===== config.mk =====
export PLATFORM = sky130hd
export DESIGN_NAME = pgd_generator
export DESIGN_NICKNAME = d
export VERILOG_FILES = /design/src/verilog/pgd_generator.v /design/src/verilog/pgd_deadband.v
export VERILOG_INCLUDE_DIRS = /design/src /design/src/verilog
export SDC_FILE = /design/constraint.sdc
export NUM_CORES = 1
export LEC_CHECK = 0
export BUFFER_PORTS_ARGS = -buffer_cell sky130_fd_sc_hd__clkbuf_2
export CORE_ASPECT_RATIO = 2
export CORE_MARGIN = 4
export CORE_UTILIZATION = 56
export DETAILED_ROUTE_END_ITERATION = 12
export PLACE_DENSITY = 0.79
export RECOVER_POWER = 50
export SLEW_MARGIN = 25
export SYNTH_ARGS = -nofsm -noshare
export SYNTH_HDL_FRONTEND = slang
export SYNTH_HIERARCHICAL = 1
export SYNTH_SLANG_ARGS = --single-unit

===== constraint.sdc =====
create_clock -name clk -period 6.45 [get_ports clk]
set_input_delay 0.3225 -clock clk [delete_from_list [all_inputs] [get_ports clk]]
set_output_delay 0.3225 -clock clk [all_outputs]
set_load 0.01 [all_outputs]

===== src/verilog/pgd_consts.vh =====
// Constants for the PWM generator unit with dead-band stage
`ifndef PGD_CONSTS_VH
`define PGD_CONSTS_VH
`define PGD_CNT_W 16
`define PGD_DB_W 12
`define PGD_ACT_W 2
`define PGD_ACT_KEEP 2'h0
`define PGD_ACT_TOGGLE 2'h1
`define PGD_ACT_LOW 2'h2
`define PGD_ACT_HIGH 2'h3
`define PGD_EV_ZERO 0
`define PGD_EV_LOAD 1
`define PGD_EV_AUP 2
`define PGD_EV_ADN 3
`define PGD_EV_BUP 4
`define PGD_EV_BDN 5
`define PGD_NEV 6
`define PGD_ACTS_W 12
`define PGD_ZERO16 16'h0000
`define PGD_ONE16 16'h0001
`endif


===== src/verilog/pgd_generator.v =====
// PWM generator unit: counter, comparators, action logic, dead-band, event select
// How it works
// - One 16-bit counter, two comparators, action generator, dead-band, event selector.
// - Period is set by a 16-bit load value.
// - Both outputs come from the same counter, so same frequency.
// - Down mode counts load to zero, then reloads.
// - Up/down mode counts zero to load and back, repeatedly.
// - Direction low in down mode, toggles at turns in up/down mode.
// - One-cycle pulses when counter is zero and when it equals load.
// - In down mode load pulse follows the zero pulse directly.
// - Each comparator pulses one cycle when counter equals its value.
// - Matches split by direction into up-match and down-match events.
// - A compare value above load never matches.
// - Down mode uses zero, load, A down and B down events.
// - Up/down mode uses zero, load and both up and down matches.
// - Matches coinciding with zero or load are dropped.
// - First output uses only A matches, second only B matches.
// - Each event per output: keep, toggle, drive low, drive high.
// - Dead-band disabled passes both outputs through.
// - Enabled: first output is input with rising edge delayed.
// - Enabled: second is inverted input, rising lags falling edge by delay.
// - Immediate mode: new load or compare takes effect at next zero.
// - Sync mode waits for global strobe then next zero; per value choice.
// - Interrupt fires on any selected raw event, ignoring dead-band.
`timescale 1ns/100ps
`include "pgd_consts.vh"
module pgd_generator #(
	parameter CNT_W = `PGD_CNT_W,
	parameter DB_W = `PGD_DB_W
) (
	// Clock and reset
	input wire clk,
	input wire rst_b,
	// Control
	input wire run,
	input wire updown_mode,
	input wire load_sync_mode,
	input wire cmpa_sync_mode,
	input wire cmpb_sync_mode,
	input wire global_update,
	input wire db_enable,
	// Values
	input wire [CNT_W-1:0] load_value,
	input wire load_write,
	input wire [CNT_W-1:0] cmpa_value,
	input wire cmpa_write,
	input wire [CNT_W-1:0] cmpb_value,
	input wire cmpb_write,
	input wire [DB_W-1:0] db_rise,
	input wire [DB_W-1:0] db_fall,
	// Actions, two bits per event in event order
	input wire [`PGD_ACTS_W-1:0] acts_first,
	input wire [`PGD_ACTS_W-1:0] acts_second,
	// Interrupt event selection
	input wire [`PGD_NEV-1:0] irq_select,
	// Outputs
	output wire pwm_out_a,
	output wire pwm_out_b,
	output reg irq,
	output reg direction,
	output reg [CNT_W-1:0] count,
	output reg [`PGD_NEV-1:0] events
);
	reg [CNT_W-1:0] load_act, cmpa_act, cmpb_act;
	reg [CNT_W-1:0] load_pend, cmpa_pend, cmpb_pend;
	reg load_pv, cmpa_pv, cmpb_pv;
	reg load_arm, cmpa_arm, cmpb_arm;
	reg first_gen_output, second_gen_output;
	reg [CNT_W-1:0] next_count;
	reg next_direction;
	wire at_zero, at_load, ma, mb, use_ev_up;
	wire [`PGD_NEV-1:0] ev;
	wire load_take;
	wire cmpa_take;
	wire cmpb_take;
	wire [`PGD_ACTS_W-1:0] pick_first;
	wire [`PGD_ACTS_W-1:0] pick_second;
	genvar gi;

	// Apply one two-bit action to a level
	function apply_act;
		input cur;
		input [`PGD_ACT_W-1:0] act;
		begin
			case (act)
				`PGD_ACT_TOGGLE: apply_act = ~cur;
				`PGD_ACT_LOW: apply_act = 1'b0;
				`PGD_ACT_HIGH: apply_act = 1'b1;
				default: apply_act = cur;
			endcase
		end
	endfunction

	// Pending value is usable: immediate, or sync mode already armed by strobe
	function ready_at_zero;
		input pv;
		input sync_mode;
		input arm;
		begin
			ready_at_zero = pv && (!sync_mode || arm);
		end
	endfunction

	// Match only while the compare value is inside the period
	function cmp_hit;
		input [CNT_W-1:0] cnt;
		input [CNT_W-1:0] cmp;
		input [CNT_W-1:0] top;
		begin
			cmp_hit = (cnt == cmp) && (cmp <= top);
		end
	endfunction

	// Raw event decode on the current count
	assign at_zero = (count == `PGD_ZERO16);
	assign at_load = (count == load_act);
	assign ma = cmp_hit(count, cmpa_act, load_act);
	assign mb = cmp_hit(count, cmpb_act, load_act);
	assign use_ev_up = updown_mode && direction;
	assign ev[`PGD_EV_ZERO] = at_zero;
	assign ev[`PGD_EV_LOAD] = at_load;
	assign ev[`PGD_EV_AUP] = ma && use_ev_up && !at_zero && !at_load;
	assign ev[`PGD_EV_ADN] = ma && !use_ev_up && !at_zero && !at_load;
	assign ev[`PGD_EV_BUP] = mb && use_ev_up && !at_zero && !at_load;
	assign ev[`PGD_EV_BDN] = mb && !use_ev_up && !at_zero && !at_load;

	// Per-event action picks: keep unless that event fired this cycle
	generate
		for (gi = 0; gi < `PGD_NEV; gi = gi + 1) begin : g_pick
			assign pick_first[2*gi+1:2*gi] = ev[gi] ? acts_first[2*gi+1:2*gi] : `PGD_ACT_KEEP;
			assign pick_second[2*gi+1:2*gi] = ev[gi] ? acts_second[2*gi+1:2*gi] : `PGD_ACT_KEEP;
		end
	endgenerate

	// Counter next state
	always @* begin
		next_count = count;
		next_direction = direction;
		if (!updown_mode) begin
			next_direction = 1'b0;
			if (at_zero)
				next_count = load_act;
			else
				next_count = count - `PGD_ONE16;
		end else begin
			if (direction) begin
				if (count >= load_act) begin
					next_direction = 1'b0;
					next_count = count - `PGD_ONE16;
				end else
					next_count = count + `PGD_ONE16;
			end else begin
				if (at_zero) begin
					next_direction = 1'b1;
					next_count = count + `PGD_ONE16;
				end else
					next_count = count - `PGD_ONE16;
			end
			// Degenerate zero period holds at zero
			if (load_act == `PGD_ZERO16)
				next_count = `PGD_ZERO16;
		end
	end

	// Pending values go live only at a counter zero while running
	assign load_take = run && at_zero && ready_at_zero(load_pv, load_sync_mode, load_arm);
	assign cmpa_take = run && at_zero && ready_at_zero(cmpa_pv, cmpa_sync_mode, cmpa_arm);
	assign cmpb_take = run && at_zero && ready_at_zero(cmpb_pv, cmpb_sync_mode, cmpb_arm);

	// Counter and direction; both outputs share this one counter
	always @(posedge clk or negedge rst_b) begin
		if (!rst_b) begin
			count <= `PGD_ZERO16;
			direction <= 1'b0;
		end else if (run) begin
			count <= next_count;
			direction <= next_direction;
			// A down-mode reload takes the new period at once
			if (load_take && !updown_mode) begin
				count <= load_pend;
			end
		end
	end

	// Event pulses and interrupt trail the count they describe by one cycle
	always @(posedge clk or negedge rst_b) begin
		if (!rst_b) begin
			events <= {`PGD_NEV{1'b0}};
			irq <= 1'b0;
		end else begin
			events <= run ? ev : {`PGD_NEV{1'b0}};
			irq <= run && |(ev & irq_select);
		end
	end

	// Load shadow; a fresh write wins over consumption in the same cycle
	always @(posedge clk or negedge rst_b) begin
		if (!rst_b) begin
			load_act <= `PGD_ZERO16;
			load_pend <= `PGD_ZERO16;
			load_pv <= 1'b0;
			load_arm <= 1'b0;
		end else begin
			if (global_update) begin
				load_arm <= load_pv;
			end
			if (load_take) begin
				load_act <= load_pend;
				load_pv <= 1'b0;
				load_arm <= 1'b0;
			end
			if (load_write) begin
				load_pend <= load_value;
				load_pv <= 1'b1;
				load_arm <= 1'b0;
			end
		end
	end

	// Compare A shadow, same update rules as the load
	always @(posedge clk or negedge rst_b) begin
		if (!rst_b) begin
			cmpa_act <= `PGD_ZERO16;
			cmpa_pend <= `PGD_ZERO16;
			cmpa_pv <= 1'b0;
			cmpa_arm <= 1'b0;
		end else begin
			if (global_update) begin
				cmpa_arm <= cmpa_pv;
			end
			if (cmpa_take) begin
				cmpa_act <= cmpa_pend;
				cmpa_pv <= 1'b0;
				cmpa_arm <= 1'b0;
			end
			if (cmpa_write) begin
				cmpa_pend <= cmpa_value;
				cmpa_pv <= 1'b1;
				cmpa_arm <= 1'b0;
			end
		end
	end

	// Compare B shadow, same update rules as the load
	always @(posedge clk or negedge rst_b) begin
		if (!rst_b) begin
			cmpb_act <= `PGD_ZERO16;
			cmpb_pend <= `PGD_ZERO16;
			cmpb_pv <= 1'b0;
			cmpb_arm <= 1'b0;
		end else begin
			if (global_update) begin
				cmpb_arm <= cmpb_pv;
			end
			if (cmpb_take) begin
				cmpb_act <= cmpb_pend;
				cmpb_pv <= 1'b0;
				cmpb_arm <= 1'b0;
			end
			if (cmpb_write) begin
				cmpb_pend <= cmpb_value;
				cmpb_pv <= 1'b1;
				cmpb_arm <= 1'b0;
			end
		end
	end

	// First output: zero, load, then its own A match; B events never reach it
	always @(posedge clk or negedge rst_b) begin
		if (!rst_b) begin
			first_gen_output <= 1'b0;
		end else if (run) begin
			first_gen_output <= apply_act(apply_act(apply_act(apply_act(first_gen_output,
				pick_first[1:0]), pick_first[3:2]),
				pick_first[5:4]), pick_first[7:6]);
		end
	end

	// Second output: zero, load, then its own B match; A events never reach it
	always @(posedge clk or negedge rst_b) begin
		if (!rst_b) begin
			second_gen_output <= 1'b0;
		end else if (run) begin
			second_gen_output <= apply_act(apply_act(apply_act(apply_act(second_gen_output,
				pick_second[1:0]), pick_second[3:2]),
				pick_second[9:8]), pick_second[11:10]);
		end
	end

	// Dead-band stage; its outputs are flip-flops
	pgd_deadband #(
		.DB_W(DB_W)
	) u_db (
		.clk(clk),
		.rst_b(rst_b),
		.enable(db_enable),
		.rise_delay(db_rise),
		.fall_delay(db_fall),
		.first_gen_output(first_gen_output),
		.second_gen_output(second_gen_output),
		.out_a(pwm_out_a),
		.out_b(pwm_out_b)
	);
endmodule // pgd_generator


===== src/verilog/pgd_deadband.v =====
// Dead-band stage: bypass or complementary pair with edge delays
`timescale 1ns/100ps
module pgd_deadband #(
	parameter DB_W = 12
) (
	// Clock and reset
	input wire clk,
	input wire rst_b,
	// Control
	input wire enable,
	input wire [DB_W-1:0] rise_delay,
	input wire [DB_W-1:0] fall_delay,
	// Generator outputs
	input wire first_gen_output,
	input wire second_gen_output,
	// Stage outputs
	output reg out_a,
	output reg out_b
);
	reg [DB_W-1:0] cnt;
	reg src_q;
	wire [DB_W-1:0] dly;
	assign dly = src_q ? rise_delay : fall_delay;
	// A new input edge restarts the count, so short pulses are swallowed
	always @(posedge clk or negedge rst_b) begin
		if (!rst_b) begin
			cnt <= {DB_W{1'b0}};
			src_q <= 1'b0;
			out_a <= 1'b0;
			out_b <= 1'b0;
		end else if (!enable) begin
			out_a <= first_gen_output;
			out_b <= second_gen_output;
			src_q <= first_gen_output;
			cnt <= {DB_W{1'b0}};
		end else if (first_gen_output != src_q) begin
			src_q <= first_gen_output;
			cnt <= {DB_W{1'b0}};
			out_a <= 1'b0;
			out_b <= 1'b0;
			if (first_gen_output && rise_delay == {DB_W{1'b0}})
				out_a <= 1'b1;
			if (!first_gen_output && fall_delay == {DB_W{1'b0}})
				out_b <= 1'b1;
		end else if (cnt < dly) begin
			cnt <= cnt + {{(DB_W-1){1'b0}}, 1'b1};
			// Neither side on until the delay runs out, also right after enabling
			out_a <= 1'b0;
			out_b <= 1'b0;
			if (cnt + {{(DB_W-1){1'b0}}, 1'b1} == dly) begin
				out_a <= src_q;
				out_b <= ~src_q;
			end
		end else begin
			out_a <= src_q;
			out_b <= ~src_q;
		end
	end
endmodule // pgd_deadband


==> metrics.cfg <==
[global_routing]
antenna_found_initial=0
grtUsageTotal_pct=29.05
grt_first_pass_wirelength_mm=42.06
global_route_congestion_overflow_total=0
vias_in_the_first_global_route=8213
grt_max_degree=83

[sta]
clock.fmax_ghz=0.2662
finClkSkew_ns=0.01100
max_slew_margin_vs_limit_pct=-133.0
tightestPinTransition_ns=3.495
final-hold-violation-count=0
post-route-period-util_pct=58.24
timing.final.crit_period_ns=3.756
setup_viol_count_final=0
grt_setup_unrepaired=no
fin_setup_tns_ns=0
maxSlewViolCount=63

[layout]
num_antenna_cells=0
post_route_cells_drive_above_1_share_pct=22.09
design.final.nets=1220
commonest_non_fill_non_tap_cell_in_the_layout=sky130_fd_sc_hd__dfrtp_1
final_core_util_pct=64.83
final_cell_count_no_fill=1259
area_growth_pct=13.86
fin_area_sq_mm=0.01049
commonest_cells_after_routing_fill_and_taps_aside=sky130_fd_sc_hd__dfrtp_1, sky130_fd_sc_hd__clkbuf_2, sky130_fd_sc_hd__mux2_2

[routing]
finalWirelength_mm=26.81
vias_per_cell=6.400
drcViolationCount=0
number_of_violations_reported_at_the_end_of_detailed_routing_iteration_0=557
route.met2.wl_mm=14.15
highest_layer=met4
detailedRoute.firstPassIterationCount=5
detailroute.via_count=8057
routedLengthMet1_mm=9.044
detail_route.wl_per_cell_um=21.29
antenna_violating_nets_remaining=0
wl_met3_mm=1.712

[clock_tree]
clock_sink_count=143
clock_latency_ns=0.44
post_cts_buffers=0
clock_tree_from_tritoncts=done
cts.reportedPaths.clkPinSlew_ns=0.07
clock_tree.root_cell=sky130_fd_sc_hd__clkbuf_16
clock_path_buffers=2
cts_made_buffers=17
ctsHoldBuffers=1
htreeDepth=4
ctsResizeCount=0

[synth]
synth_async_sr_flop_share_pct=100.0
number_of_enable_flip_flop_cells_after_synthesis=0
ys_seq_elements=143
synth-warning-count=6
synth_fp_nets=1117
syn_avg_cell_area_sq_um=9.815
synth.yosys.seq_area_share_pct=38.83
yosys_most_used_dff=sky130_fd_sc_hd__dfrtp_1
synthesis.instances=939
syn_area_sq_mm=0.009216
netlist_cell_types=72

[placement]
post-place-cells=1226
placement.cell_area_sq_mm=0.009913
numPortBuffers=131
globalplace.congestion=0.9502
hpwl_mm=19.98

[power_and_ir_drop]
pwr-share-comb_pct=35.7
power_leakage_nw=4.842
clockPowerShare_pct=25.6
vdd.ir_drop.worst_mv=0.2577
share_seq_of_total_power_pct=38.7
switching_power_mw=1.580
internal-power_mw=2.350
power.density_cell_area_mw_per_mm2=374.5
netSwitchingFraction_pct=40.19

[setup_path]
ff2ff_setup_slack_ns=2.69
crit_cells=10
timing.critical_path.arrival_ns=4.11
worst_setup_sp_type=flop
crit_type=flop to flop
cp_slowest_stage_delay_ns=0.60
cp_slowest_cell=sky130_fd_sc_hd__nand4_2
cp.buffers_inverters=1
critPathCapture=count[11]
crit_path_max_fanout=22
critPathCaptureType=flop
reg2reg_depth=10
critical_path_required_ns=6.80
cp-startpoint=count[0]
r2r_start=count[0]
worst_path_dominant_cell_family=simple AND/OR/NAND/NOR gates
worstPathCellList=inv_1, ha_1, nor4b_1, nand4_2, nor2_1, a21oi_4, nor3b_1, a32oi_1, o32a_1, o22ai_1
rr_endpoint=count[11]

[hold_path]
hp-class=input pin to flop

[die]
die_h_um=189.4
row_count=66
fp.dieW_um=98.72
start_util_pct=56.94
fp.coreArea_sq_mm=0.01619
boundaryPins=140
fp.dieArea_sq_mm=0.01870

[job]
number_of_violations_of_the_max_capacitance_limit=1

[status]
violations=capacitance limit, slew limit
outcome=complete, but fails checks

[cell families after synthesis]
kind of cell / synth area share (%)
xor+xnor: 6.842
buf+inv: 4.181
fa+ha+maj: 8.689
flops: 38.83
mux: 12.15
simple gates: 15.90
compound gates: 13.41
[final cells by class]
class	instances	area (sq um)
clock buffers	19	452.9
repair buffers	134	653.1
multi-input cells	709	5264
inverters	37	138.9
clock inverters	13	151.4
flip-flops and latches	143	3578
fillers	1383	5692
well taps	204	255.2
[flip-flops by register name, summed over array words and instances (netlist names), 12 cells and up]
register and count:
load_act 16, cmpa_act 16, u_db/cnt 12, cmpb_act 16
count 16, cmpb_pend 16, cmpa_pend 16, load_pend 16
[power groups by stage]
stage,Combinational (mW),Sequential [mW],Clock (mW)
6_report,1.40,1.52,1.01
5_1_grt,1.55,1.54,1.06
4_1_cts,1.39,1.50,1.02
3_5_place_dp,1.37,1.52,0
3_3_place_gp,1.33,1.50,0
2_1_floorplan,1.15,1.29,0
[how the worst min path moves through the flow]
stage | endpoint | depth (start not counted) | startpoint
after detailed placement | u_db/out_a | 1 | rst_b
after CTS | cmpa_pend[6] | 2 | cmpa_value[6]
final | cmpa_pend[6] | 2 | cmpa_value[6]
after floorplan | cmpa_act[0] | 0 | rst_b
after global placement | u_db/out_b | 1 | rst_b
after global routing | cmpb_pend[9] | 2 | cmpb_value[9]
[cell usage after synthesis, drive strengths merged, types with 8 or more instances]
| master | instances | area, sq um |
|---|---|---|
| nand2 | 68 | 257.8 |
| xnor2 | 58 | 508.0 |
| ha | 64 | 800.8 |
| o21ai | 64 | 320.3 |
| a21oi | 59 | 302.8 |
| dfrtp | 143 | 3578 |
| nor2b | 8 | 50.05 |
| clkbuf | 31 | 121.4 |
| nor2 | 44 | 165.2 |
| buf | 19 | 125.1 |
| mux2i | 23 | 230.2 |
| and3 | 12 | 75.07 |
| inv | 37 | 138.9 |
| nor3 | 19 | 117.6 |
| xor2 | 14 | 122.6 |
| nand4 | 28 | 181.4 |
| a31oi | 8 | 50.05 |
| mux2 | 79 | 889.6 |
| nand3 | 25 | 125.1 |
| nor4 | 24 | 165.2 |
[per-layer routing]
metal,track usage [%],vias to the layer above
li1,-,3649
met1,28.86,3847
met2,52.27,417
met3,6.268,144
met4,20.73,0
met5,0,-
[per-stage QoR]
step | setup slack [ns] | hold WS (ns) | total power, mW
after global placement | 2.870 | 0.3317 | 2.828
final | 2.694 | 0.1139 | 3.930
after global routing | 2.140 | 0.1039 | 4.148
after CTS | 2.841 | 0.1061 | 3.911
after floorplan | 3.669 | 0.02691 | 2.438
after detailed placement | 2.843 | 0.3382 | 2.890
(Power assumes the default switching activity.)
